$ cat config.mk
export PLATFORM = sky130hd
export DESIGN_NAME = lxcc_top
export DESIGN_NICKNAME = d
export VERILOG_FILES = /design/src/lxcc_pkg.sv /design/src/lxcc_top.sv
export SDC_FILE = /design/constraint.sdc
export NUM_CORES = 1
export LEC_CHECK = 0
export BUFFER_PORTS_ARGS = -buffer_cell sky130_fd_sc_hd__buf_2
export CAP_MARGIN = 30
export CORE_MARGIN = 3
export CORE_UTILIZATION = 56
export CTS_CLUSTER_DIAMETER = 150
export CTS_CLUSTER_SIZE = 8
export DETAILED_ROUTE_END_ITERATION = 8
export GPL_TIMING_DRIVEN = 1
export HOLD_SLACK_MARGIN = 0.02
export PLACE_DENSITY = 0.94
export RECOVER_POWER = 50
export SLEW_MARGIN = 20
export SYNTH_ARGS = -nofsm -noshare
export SYNTH_HDL_FRONTEND = slang
export SYNTH_SLANG_ARGS = --single-unit
$ cat constraint.sdc
create_clock -name mclk -period 5.8 [get_ports mclk]
set_input_delay 1.16 -clock mclk [delete_from_list [all_inputs] [get_ports mclk]]
set_output_delay 1.16 -clock mclk [all_outputs]
set_load 0.1 [all_outputs]
$ cat src/lxcc_pkg.sv
// Package of constants and carrier types for the line transceiver analog control block.
package lxcc_pkg;

    // ------------------------------------------------------------------
    // Register offsets
    // ------------------------------------------------------------------
    localparam logic [4:0] OFS_CMP_ZERO_CTL   = 5'h00;
    localparam logic [4:0] OFS_CMP_ONE_CTL    = 5'h04;
    localparam logic [4:0] OFS_CMP_ZERO_TRIM  = 5'h08;
    localparam logic [4:0] OFS_CMP_ONE_TRIM   = 5'h0c;
    localparam logic [4:0] OFS_CMP_POL_HYS    = 5'h10;
    localparam logic [4:0] OFS_AMP_CTL        = 5'h14;
    localparam logic [4:0] OFS_AMP_TRIM       = 5'h18;

    // ------------------------------------------------------------------
    // Field positions and write masks
    // ------------------------------------------------------------------
    localparam int CTL_RAW_BIT     = 7;
    localparam int CTL_EN_BIT      = 6;
    localparam int CTL_FILT_BIT    = 5;
    localparam int CTRIM_MODE_BIT  = 6;
    localparam int CTRIM_REF_BIT   = 5;
    localparam int PH_SEL_BIT      = 6;
    localparam int PH_INV_ONE_BIT  = 5;
    localparam int PH_INV_ZERO_BIT = 4;
    localparam int ACTL_EN_BIT     = 6;
    localparam int ACTL_STAT_BIT   = 5;
    localparam int ACTL_BW_BIT     = 0;
    localparam int ATRIM_MODE_BIT  = 7;
    localparam int ATRIM_REF_BIT   = 6;
    localparam logic [7:0] CTL_WMASK   = 8'h4f;
    localparam logic [7:0] CTRIM_WMASK = 8'h7f;
    localparam logic [7:0] PH_WMASK    = 8'h7f;
    localparam logic [7:0] ACTL_WMASK  = 8'h41;
    localparam logic [7:0] ATRIM_WMASK = 8'hff;

    // ------------------------------------------------------------------
    // Reset values
    // ------------------------------------------------------------------
    localparam logic [7:0] CTL_RST   = 8'h00;
    localparam logic [7:0] CTRIM_RST = 8'h10;
    localparam logic [7:0] PH_RST    = 8'h00;
    localparam logic [7:0] ACTL_RST  = 8'h00;
    localparam logic [7:0] ATRIM_RST = 8'h20;

    // ------------------------------------------------------------------
    // Debounce lengths in system clocks
    // ------------------------------------------------------------------
    localparam int         DEB_W     = 7;
    localparam logic [6:0] DEB_NONE  = 7'h00;
    localparam logic [6:0] DEB_SHORT = 7'h1f;
    localparam logic [6:0] DEB_MID   = 7'h3f;
    localparam logic [6:0] DEB_LONG  = 7'h7e;
    localparam logic [6:0] DEB_SAT   = 7'h7f;

    // ------------------------------------------------------------------
    // Carrier types
    // ------------------------------------------------------------------
    typedef struct packed {
        logic       enable;
        logic [1:0] bias_sel;
        logic [1:0] hysteresis_sel;
        logic       cal_mode;
        logic       cal_ref_sel;
        logic [4:0] offset_trim;
    } lxcc_cmp_ana_t;

    typedef struct packed {
        logic       enable;
        logic       bandwidth_sel;
        logic       cal_mode;
        logic       cal_ref_sel;
        logic [5:0] offset_trim;
    } lxcc_amp_ana_t;

endpackage

$ cat src/lxcc_top.sv
// Digital control and status logic for the line transceiver comparators and amplifier.
`timescale 1ns/1ps
module lxcc_top
    import lxcc_pkg::*;
(
    input  wire logic          mclk,
    input  wire logic          arst_n,
    input  wire logic          ce,
    input  wire logic          wb_cyc_i,
    input  wire logic          wb_stb_i,
    input  wire logic          wb_we_i,
    input  wire logic [4:0]    wb_adr_i,
    input  wire logic [3:0]    wb_sel_i,
    input  wire logic [31:0]   wb_dat_i,
    output logic      [31:0]   wb_dat_o,
    output logic               wb_ack_o,
    input  wire logic          cmp_zero_decision,
    input  wire logic          cmp_one_decision,
    input  wire logic          amp_out_level,
    output lxcc_cmp_ana_t      cmp_zero_ana,
    output lxcc_cmp_ana_t      cmp_one_ana,
    output lxcc_amp_ana_t      amp_ana,
    output logic               cmp_result_out
);

    // ------------------------------------------------------------------
    // Bus decode
    // ------------------------------------------------------------------
    logic [7:0]  ctl_ff [2];
    logic [7:0]  ctrim_ff [2];
    logic [7:0]  ph_ff;
    logic [7:0]  actl_ff;
    logic [7:0]  atrim_ff;
    logic        amp_status_ff;
    logic        ack_ff;
    logic [31:0] rdat_ff;
    logic        sel_out_ff;
    logic [1:0]  raw_w;
    logic [1:0]  filt_w;
    logic [1:0]  inv_w;
    logic [1:0]  dec_w;
    logic [6:0]  cnt_w [2];

    wire        req    = wb_cyc_i & wb_stb_i & ~ack_ff;
    wire        wr_stb = req & wb_we_i & wb_sel_i[0];
    wire        wr_c0  = wr_stb & (wb_adr_i == OFS_CMP_ZERO_CTL);
    wire        wr_c1  = wr_stb & (wb_adr_i == OFS_CMP_ONE_CTL);
    wire        wr_t0  = wr_stb & (wb_adr_i == OFS_CMP_ZERO_TRIM);
    wire        wr_t1  = wr_stb & (wb_adr_i == OFS_CMP_ONE_TRIM);
    wire        wr_ph  = wr_stb & (wb_adr_i == OFS_CMP_POL_HYS);
    wire        wr_ac  = wr_stb & (wb_adr_i == OFS_AMP_CTL);
    wire        wr_at  = wr_stb & (wb_adr_i == OFS_AMP_TRIM);
    wire [7:0]  wbyte  = wb_dat_i[7:0];

    // Status bits are merged in at read time so stored copies never go stale.
    wire [7:0] rd_c0 = ctl_ff[0] | {raw_w[0], 1'b0, filt_w[0], 5'h00};
    wire [7:0] rd_c1 = ctl_ff[1] | {raw_w[1], 1'b0, filt_w[1], 5'h00};
    wire [7:0] rd_ac = actl_ff | {2'b00, amp_status_ff, 5'h00};
    wire [7:0] rd_byte =
        (wb_adr_i == OFS_CMP_ZERO_CTL)  ? rd_c0 :
        (wb_adr_i == OFS_CMP_ONE_CTL)   ? rd_c1 :
        (wb_adr_i == OFS_CMP_ZERO_TRIM) ? ctrim_ff[0] :
        (wb_adr_i == OFS_CMP_ONE_TRIM)  ? ctrim_ff[1] :
        (wb_adr_i == OFS_CMP_POL_HYS)   ? ph_ff :
        (wb_adr_i == OFS_AMP_CTL)       ? rd_ac :
        (wb_adr_i == OFS_AMP_TRIM)      ? atrim_ff : 8'h00;

    // ------------------------------------------------------------------
    // Bus slave
    // ------------------------------------------------------------------
    always_ff @(posedge mclk or negedge arst_n)
    begin
        if (!arst_n)
        begin
            ack_ff  <= 1'b0;
            rdat_ff <= 32'h0000_0000;
        end
        else if (ce)
        begin
            ack_ff  <= req;
            rdat_ff <= {24'h00_0000, rd_byte};
        end
    end

    // ------------------------------------------------------------------
    // Configuration registers
    // ------------------------------------------------------------------
    always_ff @(posedge mclk or negedge arst_n)
    begin
        if (!arst_n)
        begin
            ctl_ff[0]   <= CTL_RST;
            ctl_ff[1]   <= CTL_RST;
            ctrim_ff[0] <= CTRIM_RST;
            ctrim_ff[1] <= CTRIM_RST;
            ph_ff       <= PH_RST;
            actl_ff     <= ACTL_RST;
            atrim_ff    <= ATRIM_RST;
        end
        else if (ce)
        begin
            if (wr_c0) ctl_ff[0] <= wbyte & CTL_WMASK;
            if (wr_c1) ctl_ff[1] <= wbyte & CTL_WMASK;
            if (wr_t0) ctrim_ff[0] <= wbyte & CTRIM_WMASK;
            if (wr_t1) ctrim_ff[1] <= wbyte & CTRIM_WMASK;
            if (wr_ph) ph_ff <= wbyte & PH_WMASK;
            if (wr_ac) actl_ff <= wbyte & ACTL_WMASK;
            if (wr_at) atrim_ff <= wbyte & ATRIM_WMASK;
        end
    end

    // ------------------------------------------------------------------
    // Comparator raw and filtered results
    // ------------------------------------------------------------------
    assign inv_w = {ph_ff[PH_INV_ONE_BIT], ph_ff[PH_INV_ZERO_BIT]};
    assign dec_w = {cmp_one_decision, cmp_zero_decision};

    genvar gi;
    generate
        for (gi = 0; gi < 2; gi++)
        begin : g_cmp
            logic             raw_ff;
            logic             filt_ff;
            logic [DEB_W-1:0] cnt_ff;
            wire              en     = ctl_ff[gi][CTL_EN_BIT];
            wire              active = ~inv_w[gi];
            wire [1:0]        len    = ctl_ff[gi][3:2];
            wire [DEB_W-1:0]  lim    = (len == 2'b00) ? DEB_NONE :
                                       (len == 2'b01) ? DEB_SHORT :
                                       (len == 2'b10) ? DEB_MID : DEB_LONG;
            wire              nxt_raw  = en & (dec_w[gi] ^ inv_w[gi]);
            wire              hit      = (raw_ff == active);
            wire              stable   = hit & (cnt_ff >= lim);
            wire [DEB_W-1:0]  nxt_cnt  = !hit ? DEB_NONE :
                                         (cnt_ff == DEB_SAT) ? cnt_ff :
                                         cnt_ff + 7'h01;

            always_ff @(posedge mclk or negedge arst_n)
            begin
                if (!arst_n)
                begin
                    raw_ff  <= 1'b0;
                    filt_ff <= 1'b0;
                    cnt_ff  <= DEB_NONE;
                end
                else if (ce)
                begin
                    raw_ff  <= nxt_raw;
                    cnt_ff  <= nxt_cnt;
                    filt_ff <= inv_w[gi] ^ stable;
                end
            end

            assign raw_w[gi]  = raw_ff;
            assign filt_w[gi] = filt_ff;
            assign cnt_w[gi]  = cnt_ff;
        end
    endgenerate

    // ------------------------------------------------------------------
    // Result select and amplifier status
    // ------------------------------------------------------------------
    wire nxt_sel_out = ph_ff[PH_SEL_BIT] ? filt_w[1] : filt_w[0];
    // The level is only meaningful in calibration, so normal mode reads low.
    wire nxt_amp_status = atrim_ff[ATRIM_MODE_BIT] & amp_out_level;

    always_ff @(posedge mclk or negedge arst_n)
    begin
        if (!arst_n)
        begin
            sel_out_ff    <= 1'b0;
            amp_status_ff <= 1'b0;
        end
        else if (ce)
        begin
            sel_out_ff    <= nxt_sel_out;
            amp_status_ff <= nxt_amp_status;
        end
    end

    // ------------------------------------------------------------------
    // Outputs
    // ------------------------------------------------------------------
    assign wb_ack_o       = ack_ff;
    assign wb_dat_o       = rdat_ff;
    assign cmp_result_out = sel_out_ff;

    assign cmp_zero_ana.enable         = ctl_ff[0][CTL_EN_BIT];
    assign cmp_zero_ana.bias_sel       = ctl_ff[0][1:0];
    assign cmp_zero_ana.hysteresis_sel = ph_ff[1:0];
    assign cmp_zero_ana.cal_mode       = ctrim_ff[0][CTRIM_MODE_BIT];
    assign cmp_zero_ana.cal_ref_sel    = ctrim_ff[0][CTRIM_REF_BIT];
    assign cmp_zero_ana.offset_trim    = ctrim_ff[0][4:0];
    assign cmp_one_ana.enable          = ctl_ff[1][CTL_EN_BIT];
    assign cmp_one_ana.bias_sel        = ctl_ff[1][1:0];
    assign cmp_one_ana.hysteresis_sel  = ph_ff[3:2];
    assign cmp_one_ana.cal_mode        = ctrim_ff[1][CTRIM_MODE_BIT];
    assign cmp_one_ana.cal_ref_sel     = ctrim_ff[1][CTRIM_REF_BIT];
    assign cmp_one_ana.offset_trim     = ctrim_ff[1][4:0];
    // Disabled amplifier output toggles every cycle in the analog model.
    assign amp_ana.enable              = actl_ff[ACTL_EN_BIT];
    assign amp_ana.bandwidth_sel       = actl_ff[ACTL_BW_BIT];
    assign amp_ana.cal_mode            = atrim_ff[ATRIM_MODE_BIT];
    assign amp_ana.cal_ref_sel         = atrim_ff[ATRIM_REF_BIT];
    assign amp_ana.offset_trim         = atrim_ff[5:0];
endmodule // lxcc_top

* Word level (Yosys, flattened, before mapping)
Cells that the tools add are included.
** Storage, ports and cells
- Register bits :: 70
** Operators by class
- Bitwise gates (word level) :: 26
- Multiplexer cells :: 18
- Equal/unequal tests :: 16
- Magnitude comparators :: 2
- $add $sub $neg :: 2
- Reductions and logical operators :: 12
** Operators by type and width (count)
- two-way mux 7 bit :: 10
- two-way mux 8 bit :: 7
- AND reduction 2 bit :: 9
- AND 1 bit :: 16
- OR 7 x 8 -> 8 bit :: 2
- equality test 5 bit (second input constant) :: 3
- adder 7 x 1 -> 7 bit (second input constant) :: 2
- equality test 7 bit (second input constant) :: 2
- >= comparator 7 bit :: 2
- equality test 5 x 4 -> 1 bit (second input constant) :: 2
- OR 7 x 6 -> 7 bit :: 1
- equality test 5 x 3 -> 1 bit (second input constant) :: 1
- logical NOT 5 bit :: 1
- equality test 2 x 1 -> 1 bit (second input constant) :: 2
- equality test 2 bit (second input constant) :: 2
- logical NOT 2 bit :: 2
- inequality test 2 bit (second input constant) :: 2
- XOR 1 bit :: 4
- NOT 1 bit :: 3
- equality test 1 bit :: 2
- two-way mux 1 bit :: 1

* Logic depth before layout (Yosys ltp)
Gate-level depths: netlist (run 1).
- Depth after elaboration :: 8
- Gate-level depth with buffers :: 9
- Mapped depth without buffers :: 9

* Worst setup path after synthesis (run 1)
OpenSTA, ideal clock, no wires.
- Path kind :: input to register
- Start point :: in wb_cyc_i
- End point :: reg ctrim_ff (netlist bit cmp_zero_ana[3])
- Data required time :: 5.674 ns
- Data arrival time :: 2.727 ns
- Cell stages on the path :: 6
- Library setup time :: 0.126 ns
- Setup slack :: 2.948 ns
- Path buffers :: 2
- Path through :: nand4b_1 > or4_1 > buf_2 > or4_1 > buf_4 > mux2_4
** On the way
- Cells in the longest elaborated chain, start to end :: 6
** RTL lines
- start: declaration :: RTL line lxcc_top.sv:9 : input wire logic wb_cyc_i,
- AND 1 bit (2 in series) :: RTL line lxcc_top.sv:44 : wire req = wb_cyc_i & wb_stb_i & ~ack_ff;
- AND 1 bit (2 in series) :: RTL line lxcc_top.sv:45 : wire wr_stb = req & wb_we_i & wb_sel_i[0];
- AND 1 bit :: RTL line lxcc_top.sv:48 : wire wr_t0 = wr_stb & (wb_adr_i == OFS_CMP_ZERO_TRIM);
- AND reduction 2 bit (no source line)
- end: declaration :: RTL line lxcc_top.sv:30 : logic [7:0] ctrim_ff [2];
No other way between the ends.
A chain may end at the register's enable or synchronous reset.

* Final worst setup path (run 1)
- Start point :: in ce
- End point :: reg ctrim_ff (netlist bit cmp_zero_ana[5])
** On the way
- Cells in the longest elaborated chain, start to end :: 1
** RTL lines
- start: declaration :: RTL line lxcc_top.sv:8 : input wire logic ce,
- AND reduction 2 bit (no source line)
No other way between the ends.

==> results of run 1 <==
## power breakdown
| part | internal [mW] | total, mW | switching, mW |
|---|---|---|---|
| registers | 0.499 | 0.509 | 0.00982 |
| logic | 0.0335 | 0.211 | 0.178 |
| clock network | 0.212 | 0.412 | 0.200 |
| total | 0.745 | 1.13 | 0.388 |
## logic make-up (layout without fill, tap and decap cells)
family | after synthesis | after routing | share of synthesized area (%)
xor+xnor | 10 | 10 | 2.241
flops | 70 | 70 | 44.92
compound gates | 54 | 54 | 9.414
fa+ha+maj | 16 | 16 | 5.123
simple gates | 75 | 75 | 10.53
other cells | 1 | 24 | 0.09597
mux | 57 | 57 | 18.12
buf+inv | 63 | 99 | 9.542
## final cells by class
class / instances / area, sq um
inverter: 16 / 60.06
fill: 463 / 2226
tap: 93 / 116.4
sequential: 70 / 1755
multi-input combinational: 236 / 1866
clock inverter: 6 / 70.07
clock buffer: 10 / 137.6
timing repair buffer: 67 / 336.6
## registers in the layout, summed over array words and instances (netlist names)
register        count
g_cmp.cnt_ff       14
wb_dat_o            8
cmp_one_ana        10
actl_ff             2
wb_ack_o            1
ctl_ff              4
cmp_result_out      1
ph_ff               7
g_cmp.raw_ff        2
cmp_zero_ana       10
atrim_ff            8
g_cmp.filt_ff       2
amp_status_ff       1
## metal layers
layer | part of all wire, % | track usage [%]
met2 | 51 | 38.25
met4 | 1.8 | 8.119
met3 | 7.3 | 6.359
met1 | 40 | 30.47
met5 | 0 | 0
## worst paths after layout
kind / start / end / slack [ps] / depth (start not counted)
worst max-delay path: ce / cmp_zero_ana[5]$_DFFE_PN0P_ / 1970 / 5
worst min-delay path: wb_dat_o[5]$_DFFE_PN0P_ / wb_dat_o[5]$_DFFE_PN0P_ / 490 / 1
worst max register to register: wb_ack_o$_DFFE_PN0P_ / cmp_zero_ana[5]$_DFFE_PN0P_ / 3150 / 4
worst min register to register: wb_dat_o[5]$_DFFE_PN0P_ / wb_dat_o[5]$_DFFE_PN0P_ / 490 / 1
max in group asynchronous: arst_n / wb_dat_o[2]$_DFFE_PN0P_ / 4240 / 2
min in group asynchronous: arst_n / wb_dat_o[6]$_DFFE_PN0P_ / 990 / 2
## worst reg2reg max path: cells and delay by family (launching register included)
kind / cells / cell delay (ps)
mux: 1 / 410
flops: 1 / 390
simple gates: 3 / 1740
## cells in the final DEF (no fill, tap or decap), types with 2 or more instances in the layout
cell type,netlist,final
and3_1,2,2
nand4_1,3,3
clkinvlp_4,0,3
buf_2,4,65
a221oi_1,2,2
o211ai_1,2,2
conb_1,1,24
or4_1,2,2
o41a_1,2,2
mux2_2,32,32
mux4_2,5,5
nand2b_1,3,3
dfrtp_1,67,67
mux2_4,7,7
nand3_1,8,8
nor3_1,4,4
or3_1,8,8
dfstp_2,3,3
o21a_1,2,2
or2_2,2,2
nor4_1,2,2
a21oi_1,7,7
ha_1,16,16
o21ai_0,21,21
inv_1,16,16
o41ai_1,2,2
clkbuf_8,0,10
xnor2_1,5,5
nand3b_1,2,2
nor2_1,11,11
o2bb2ai_1,8,8
mux2i_1,13,13
and2_1,3,3
nand2_1,18,18
xor2_1,5,5
nor2b_1,3,3
## through the flow
step | power (mW) | cell area [sq um]
6_report | 1.133 | 4342
5_1_grt | 1.168 | 4342
4_1_cts | 1.140 | 4343
3_5_place_dp | 0.7284 | 4135
3_3_place_gp | 0.7237 | 4135
2_1_floorplan | 0.7012 | 3994
==> flow_metrics.env, run 1 <==
export IMPL_crit_arrival_ps=4080
export IMPL_run_status="completed"
export IMPL_place_inst=482
export IMPL_peakVddDrop_v=0.0001710
export IMPL_final_util_pct=66.11
export IMPL_required_ps=6050
export IMPL_initial_utilization_pct=59.50
export IMPL_overflow=0
export IMPL_crit_fanout=23
export IMPL_holdWs_ps=492.4
export IMPL_leakagePower_nw=2.203
export IMPL_slowest_delay_ps=760
export IMPL_hold_buffers=0
export IMPL_avgSynthCellArea_sq_um=11.29
export IMPL_gp_congestion=0.8515
export IMPL_slew_violations=0
export IMPL_grt_max_degree=71
export IMPL_die_h_um=89.53
export IMPL_worst_slew_pin_slew_ps=946.2
export IMPL_start_kind="input pin"
export IMPL_area_growth_pct=11.11
export IMPL_maxSlewHeadroom_pct=36.92
export IMPL_portBuffers=66
export IMPL_pin_count=118
export IMPL_period_needed_ps=3826
export IMPL_routedWlPerCell_um=17.99
export IMPL_finalSetupViolCount=0
export IMPL_maxCapViolations=0
export IMPL_syn_inst=346
export IMPL_vias_per_cell=5.861
export IMPL_period_share_pct=65.97
export IMPL_yosysTopAreaCell="dfrtp_1"
export IMPL_yosys_top_cells_area="dfrtp_1, mux2_2, buf_4"
export IMPL_path_delay_family="simple AND/OR/NAND/NOR gates"
export IMPL_hold_viol_final=0
export IMPL_ys_types=49
export IMPL_cts_resized_gates=0
export IMPL_grt_util_all_layers_pct=23.52
export IMPL_antenna_found_initial=0
export IMPL_fin_skew_ps=11.39
export IMPL_drt_first_pass_iters=5
export IMPL_vias=2919
export IMPL_cts_path_max_buffers=2
export IMPL_ant_nets=0
export IMPL_drive_gt1_share_pct=32.84
export IMPL_cts_buffers=9
export IMPL_yosys_warnings=0
export IMPL_cts_setup_buffers=0
export IMPL_crit_slowest_cell="or4_1"
export IMPL_nets=466
export IMPL_diodes=0
export IMPL_synth_top_cell_area_share_pct=42.91
export IMPL_async_reset_ff_share_pct=100.0
export IMPL_synth_edf_count=0
export IMPL_finalSetupTns_ps=0
export IMPL_hp_class="register to register"
export IMPL_worst_path_buf_inv=1
export IMPL_clk_root_buffer_cell="clkbuf_8"
export IMPL_cts_sinks=70
export IMPL_wirelength_um=8961
export IMPL_powerDensity_nw_per_um2=260.9
export IMPL_max_clock_freq_mhz=261.4
export IMPL_worst_slack_ps=1974
export IMPL_place_detailed_hpwl_um=6089
export IMPL_synth_seq_cells=70
export IMPL_end_kind="register"
export IMPL_clkTransAtPathRegs_ps=80
export IMPL_ys_top_cells_by_count="dfrtp_1, buf_4, mux2_2, o21ai_0, nand2_1"
export IMPL_synth_flop_cell="dfrtp_1"
export IMPL_path_class="input pin to register"
export IMPL_cts_max_level=3
export IMPL_crit_chain="clkbuf_1 -> nand4b_1 -> or4_1 -> or4_1 -> mux2_4"
export IMPL_rows=29
export IMPL_synth_most_common_cell="dfrtp_1"
export IMPL_insertion_delay_ps=360
export IMPL_drc_errors=0
export IMPL_path_common_cell="or4_1"
export IMPL_grt_pass1_vias=2810
export IMPL_grt_first_pass_wirelength_um=14050
export IMPL_syn_area_sq_um=3907
export IMPL_dp_slack_ps=2062
export IMPL_die_x_um=89.53
export IMPL_die_area_sq_um=8016
export IMPL_fin_cells=498
export IMPL_first_iter_violations=207
export IMPL_rsz0062_at_grt="no"
export IMPL_fp_coreArea_sq_um=6568
export IMPL_yosysSeqAreaShare_pct=44.92
export IMPL_cts_tree="yes"
(Power assumes the default switching activity.)
==> run 2, diff against run 1 <==
--- a/config.mk
+++ b/config.mk
@@ -8,13 +8,13 @@
 export BUFFER_PORTS_ARGS = -buffer_cell sky130_fd_sc_hd__buf_2
 export CAP_MARGIN = 30
 export CORE_MARGIN = 3
-export CORE_UTILIZATION = 56
+export CORE_UTILIZATION = 47
 export CTS_CLUSTER_DIAMETER = 150
 export CTS_CLUSTER_SIZE = 8
 export DETAILED_ROUTE_END_ITERATION = 8
 export GPL_TIMING_DRIVEN = 1
 export HOLD_SLACK_MARGIN = 0.02
-export PLACE_DENSITY = 0.94
+export PLACE_DENSITY = 0.85
 export RECOVER_POWER = 50
 export SLEW_MARGIN = 20
 export SYNTH_ARGS = -nofsm -noshare
==> constraint.sdc (replaced) <==
create_clock -name mclk -period 3.1 [get_ports mclk]
set_input_delay 0.62 -clock mclk [delete_from_list [all_inputs] [get_ports mclk]]
set_output_delay 0.62 -clock mclk [all_outputs]
set_load 0.1 [all_outputs]
==> flow_metrics.env, run 2 (same netlist as run 1, synthesis figures left out) <==
export IMPL_run_status="finished, violations left"
export IMPL_violations="max-capacitance violations, max-slew violations"
export IMPL_finalSetupViolCount=0
export IMPL_cts_sinks=70
export IMPL_area_growth_pct=11.82
export IMPL_cts_buffers=9
export IMPL_period_share_pct=83.25
export IMPL_grt_pass1_vias=2863
export IMPL_crit_slowest_cell="or4_1"
export IMPL_place_inst=493
export IMPL_maxSlewHeadroom_pct=-15.52
export IMPL_rows=32
export IMPL_wirelength_um=8812
export IMPL_largest_register_ffs=14
export IMPL_cts_setup_buffers=0
export IMPL_final_util_pct=55.39
export IMPL_end_kind="register"
export IMPL_gp_congestion=0.8330
export IMPL_clkTransAtPathRegs_ps=80
export IMPL_finalSetupTns_ps=0
export IMPL_fin_skew_ps=14.37
export IMPL_rsz0062_at_grt="no"
export IMPL_die_x_um=97.18
export IMPL_initial_utilization_pct=49.54
export IMPL_path_class="register to register"
export IMPL_hold_start="amp_out_level"
export IMPL_powerDensity_nw_per_um2=485.8
export IMPL_peakVddDrop_v=0.0002769
export IMPL_fp_coreArea_sq_um=7888
export IMPL_vias=2836
export IMPL_top_register="g_cmp.cnt_ff"
export IMPL_p_total_mw=2.122
export IMPL_holdWs_ps=486.5
export IMPL_first_iter_violations=102
export IMPL_hold_viol_final=0
export IMPL_routedWlPerCell_um=17.31
export IMPL_period_needed_ps=2581
export IMPL_maxCapViolations=1
export IMPL_die_h_um=97.18
export IMPL_clk_root_buffer_cell="clkbuf_8"
export IMPL_worst_slew_pin_slew_ps=1733
export IMPL_insertion_delay_ps=360
export IMPL_cts_path_max_buffers=2
export IMPL_start_kind="register"
export IMPL_holdPathEnd="amp_status_ff$_DFFE_PN0P_"
export IMPL_reg2regPathDepth=4
export IMPL_vias_per_cell=5.572
export IMPL_leakagePower_nw=2.193
export IMPL_path_delay_family="simple AND/OR/NAND/NOR gates"
export IMPL_slowest_delay_ps=730
export IMPL_cts_tree="yes"
export IMPL_r2r_start="wb_ack_o$_DFFE_PN0P_"
export IMPL_drive_gt1_share_pct=31.45
export IMPL_crit_fanout=7
export IMPL_final_cell_mix="dfrtp_1, buf_2, mux2_2"
export IMPL_final_common_cell="dfrtp_1"
export IMPL_drt_first_pass_iters=4
export IMPL_hold_buffers=0
export IMPL_required_ps=3350
export IMPL_path_common_cell="or4_1"
export IMPL_antenna_found_initial=0
export IMPL_grt_max_degree=40
export IMPL_reg2reg_slack_ps=520
export IMPL_grt_first_pass_wirelength_um=14590
export IMPL_ant_nets=0
export IMPL_r2r_end="cmp_zero_ana[3]$_DFFE_PN0P_"
export IMPL_drc_errors=0
export IMPL_cts_resized_gates=0
export IMPL_place_detailed_hpwl_um=6337
export IMPL_max_clock_freq_mhz=387.5
export IMPL_slew_violations=32
export IMPL_overflow=0
export IMPL_fin_cells=509
export IMPL_crit_chain="nand4b_1 -> or4_1 -> or4_1 -> mux2_4"
export IMPL_hp_class="input pin to register"
export IMPL_hold_depth=3
export IMPL_cts_max_level=3
export IMPL_nets=468
export IMPL_grt_util_all_layers_pct=19.11
export IMPL_diodes=0
export IMPL_pin_count=118
export IMPL_crit_arrival_ps=2830
export IMPL_die_area_sq_um=9444
export IMPL_worst_path_buf_inv=0
export IMPL_portBuffers=66
[run 2: area by class of cell]
| type | instances | area (sq um) |
|---|---|---|
| inverter | 16 | 60.06 |
| timing repair buffer | 69 | 352.8 |
| clock inverter | 6 | 70.07 |
| tap | 102 | 127.6 |
| fill | 650 | 3518 |
| multi-input combinational | 236 | 1866 |
| sequential | 70 | 1755 |
| clock buffer | 10 | 137.6 |
[run 2: layer usage]
metal | routed length [um] | up-vias | share of wire (%) | track usage, %
li1 | - | 1298 | - | -
met1 | 3622 | 1417 | 41 | 24.26
met2 | 4360 | 107 | 49 | 31.90
met3 | 631 | 14 | 7.2 | 4.092
met4 | 197 | 0 | 2.2 | 7.451
met5 | 0 | - | 0 | 0
[run 2: worst max path at each step]
stage,from,endpoint,slack [ps],cells after the start
6_report,wb_ack_o$_DFFE_PN0P_,cmp_zero_ana[3]$_DFFE_PN0P_,520,4
5_1_grt,ctl_ff[2]$_DFFE_PN0P_,g_cmp[1].filt_ff$_DFFE_PN0P_,480,9
4_1_cts,wb_ack_o$_DFFE_PN0P_,cmp_zero_ana[6]$_DFFE_PN0P_,520,4
3_5_place_dp,ce,cmp_zero_ana[6]$_DFFE_PN0P_,270,5
3_3_place_gp,wb_cyc_i,cmp_zero_ana[1]$_DFFE_PN0P_,360,5
2_1_floorplan,wb_ack_o$_DFFE_PN0P_,cmp_zero_ana[3]$_DFFE_PN0P_,440,6
[run 2: power breakdown]
| group | internal (mW) | total, mW | switching [mW] |
|---|---|---|---|
| clock network | 0.397 | 0.774 | 0.377 |
| logic | 0.0641 | 0.397 | 0.333 |
| registers | 0.934 | 0.952 | 0.0181 |
[run 2: tightest hold or removal path: stages]
cell and delay [ps]:
buf_2 80, nand3_1 50, o21ai_0 60
[run 2: stage by stage]
stage                     instance area [sq um]  setup WS, ps
after floorplan                            3994         444.2
after global placement                     4174         355.8
after detailed placement                   4174         269.4
after CTS                                  4382         518.1
after global routing                       4369         479.2
final                                      4369         519.2
==> run 3, diff against run 2 <==
--- a/config.mk
+++ b/config.mk
@@ -5,10 +5,11 @@
 export SDC_FILE = /design/constraint.sdc
 export NUM_CORES = 1
 export LEC_CHECK = 0
+export ABC_AREA = 1
 export BUFFER_PORTS_ARGS = -buffer_cell sky130_fd_sc_hd__buf_2
 export CAP_MARGIN = 30
 export CORE_MARGIN = 3
-export CORE_UTILIZATION = 47
+export CORE_UTILIZATION = 48
 export CTS_CLUSTER_DIAMETER = 150
 export CTS_CLUSTER_SIZE = 8
 export DETAILED_ROUTE_END_ITERATION = 8
==> constraint.sdc (replaced) <==
create_clock -name mclk -period 2.13 [get_ports mclk]
set_input_delay 0.426 -clock mclk [delete_from_list [all_inputs] [get_ports mclk]]
set_output_delay 0.426 -clock mclk [all_outputs]
set_load 0.1 [all_outputs]
==> flow_metrics.env, run 3 <==
export IMPL_path_class="register to register"
export IMPL_final_cell_mix="nand2_1, dfrtp_1, buf_2"
export IMPL_run_status="completed"
export IMPL_cp_num_cells=10
export IMPL_hold_viol_final=0
export IMPL_reg2reg_slack_ps=130
export IMPL_ant_nets=0
export IMPL_gp_congestion=0.8760
export IMPL_hp_class="input pin to register"
export IMPL_grt_util_all_layers_pct=21.33
export IMPL_yosys_warnings=0
export IMPL_largest_register_ffs=14
export IMPL_clkTransAtPathRegs_ps=90
export IMPL_final_util_pct=55.49
export IMPL_crit_fanout=5
export IMPL_drc_errors=0
export IMPL_yosysTopAreaCell="dfrtp_1"
export IMPL_end_kind="register"
export IMPL_max_clock_freq_mhz=499.9
export IMPL_period_needed_ps=2001
export IMPL_ys_types=42
export IMPL_path_delay_family="simple AND/OR/NAND/NOR gates"
export IMPL_crit_slowest_cell="dfrtp_1"
export IMPL_peakVddDrop_v=0.0004548
export IMPL_stdcell_area_sq_um=4628
export IMPL_worst_slew_pin_slew_ps=684.4
export IMPL_p_total_mw=3.146
export IMPL_place_inst=679
export IMPL_cts_buffers=9
export IMPL_overflow=0
export IMPL_slowest_delay_ps=410
export IMPL_yosys_top_cells_area="dfrtp_1, nand2_1, buf_4"
export IMPL_area_growth_pct=10.68
export IMPL_maxCapViolations=0
export IMPL_synth_top_cell_area_share_pct=40.10
export IMPL_cts_max_level=3
export IMPL_rows=33
export IMPL_wirelength_um=10160
export IMPL_leakagePower_nw=2.458
export IMPL_first_iter_violations=187
export IMPL_nets=653
export IMPL_reg2regPathDepth=10
export IMPL_vias_per_cell=5.123
export IMPL_crit_chain="inv_1 -> ha_1 -> or2_2 -> ha_1 -> nand2_1 -> inv_1 -> a21oi_2 -> nand4_1 -> nand3_1 -> nand2_1"
export IMPL_pin_count=118
export IMPL_cts_sinks=70
export IMPL_die_h_um=99.34
export IMPL_clk_root_buffer_cell="clkbuf_8"
export IMPL_finalSetupTns_ps=0
export IMPL_cts_tree="yes"
export IMPL_dp_slack_ps=67.30
export IMPL_powerDensity_nw_per_um2=679.8
export IMPL_finalSetupViolCount=0
export IMPL_slew_violations=0
export IMPL_die_area_sq_um=9867
export IMPL_synth_most_common_cell="nand2_1"
export IMPL_synth_seq_cells=70
export IMPL_synth_edf_count=0
export IMPL_drive_gt1_share_pct=20.78
export IMPL_multi_input_area_sq_um=1938
export IMPL_nFillCells=766
export IMPL_fin_skew_ps=10.64
export IMPL_required_ps=2390
export IMPL_grt_first_pass_wirelength_um=16750
export IMPL_fp_coreArea_sq_um=8341
export IMPL_cts_path_max_buffers=2
export IMPL_vias=3571
export IMPL_holdWs_ps=289.2
export IMPL_period_share_pct=93.92
export IMPL_top_register="g_cmp.cnt_ff"
export IMPL_drt_first_pass_iters=5
export IMPL_syn_area_sq_um=4182
export IMPL_grt_pass1_vias=3561
export IMPL_crit_arrival_ps=2260
export IMPL_initial_utilization_pct=50.14
export IMPL_yosysSeqAreaShare_pct=41.98
export IMPL_worst_path_buf_inv=2
export IMPL_syn_inst=524
export IMPL_fin_cells=697
export IMPL_maxSlewHeadroom_pct=54.26
export IMPL_diodes=0
export IMPL_hold_depth=3
export IMPL_synth_flop_cell="dfrtp_1"
export IMPL_rsz0062_at_grt="no"
export IMPL_ff_latch_area_sq_um=1755
export IMPL_async_reset_ff_share_pct=100.0
export IMPL_start_kind="register"
export IMPL_worst_slack_ps=129.5
export IMPL_grt_max_degree=45
export IMPL_ys_top_cells_by_count="nand2_1, dfrtp_1, inv_1, buf_4, o21ai_1"
export IMPL_die_x_um=99.34
export IMPL_antenna_found_initial=0
export IMPL_insertion_delay_ps=360
export IMPL_final_common_cell="nand2_1"
export IMPL_placed_cell_area_sq_um=4456
export IMPL_avgSynthCellArea_sq_um=7.980
export IMPL_place_detailed_hpwl_um=7594
export IMPL_routedWlPerCell_um=14.58
export IMPL_portBuffers=66
==> run 3: report_power, final <==
| group | internal [mW] | switching, mW | total [mW] | leakage (nW) |
|---|---|---|---|---|
| clock network | 0.549 | 0.557 | 1.11 | 0.0895 |
| logic | 0.0972 | 0.549 | 0.646 | 1.42 |
| registers | 1.36 | 0.0287 | 1.39 | 0.952 |
| total | 2.01 | 1.13 | 3.15 | 2.46 |
==> run 3: layout make-up <==
class / count / share of cell area (%)
clock buffers: 10 / 2.757
clock inverters: 6 / 1.514
inverters: 62 / 5.028
multi-input cells: 372 / 41.88
flip-flops and latches: 70 / 37.93
well taps: 105 / 2.839
repair buffers: 72 / 8.056
==> run 3: path summary, 6_finish.rpt <==
check,start,end
max,ctl_ff[2]$_DFFE_PN0P_,g_cmp[1].filt_ff$_DFFE_PN0P_
min in group asynchronous,arst_n,atrim_ff[0]$_DFFE_PN0P_
min reg2reg,wb_dat_o[5]$_DFFE_PN0P_,wb_dat_o[5]$_DFFE_PN0P_
max reg2reg,ctl_ff[2]$_DFFE_PN0P_,g_cmp[1].filt_ff$_DFFE_PN0P_
min,amp_out_level,amp_status_ff$_DFFE_PN0P_
max in group asynchronous,arst_n,cmp_one_ana[9]$_DFFE_PN0P_
==> run 3: metal layers <==
layer | global-route usage [%] | up-vias | routed length [um]
met2 | 35.23 | 129 | 4983
met3 | 6.452 | 30 | 758
met4 | 8.613 | 0 | 291
li1 | - | 1760 | -
met1 | 26.08 | 1652 | 4125
met5 | 0 | - | 0
==> run 3: cell families (layout without fill, tap and decap cells) <==
logic type / Yosys count / count (layout) / share of synthesized area, %
compound gates: 84 / 84 / 11.73
xor+xnor: 12 / 12 / 2.513
fa+ha+maj: 16 / 16 / 4.788
buf+inv: 105 / 150 / 13.14
flops: 70 / 70 / 41.98
other cells: 1 / 24 / 0.08968
simple gates: 236 / 236 / 25.76
==> run 3: timing repair <==
item,4_1_cts,5_1_grt
gates resized for setup,0,2
hold buffers,1,0
buffers inserted,0,1
endpoints found under the hold margin,9,0
setup endpoints to repair,0,2
==> run 3: worst reg2reg max path: cells and delay by family, from the launching register on <==
family	cells	cell delay, ps
AO/OA/AOI/OAI	1	160
adder cells (fa/ha/maj)	2	540
buffers and inverters	2	130
flip-flops	1	410
AND/OR/NAND/NOR	5	650
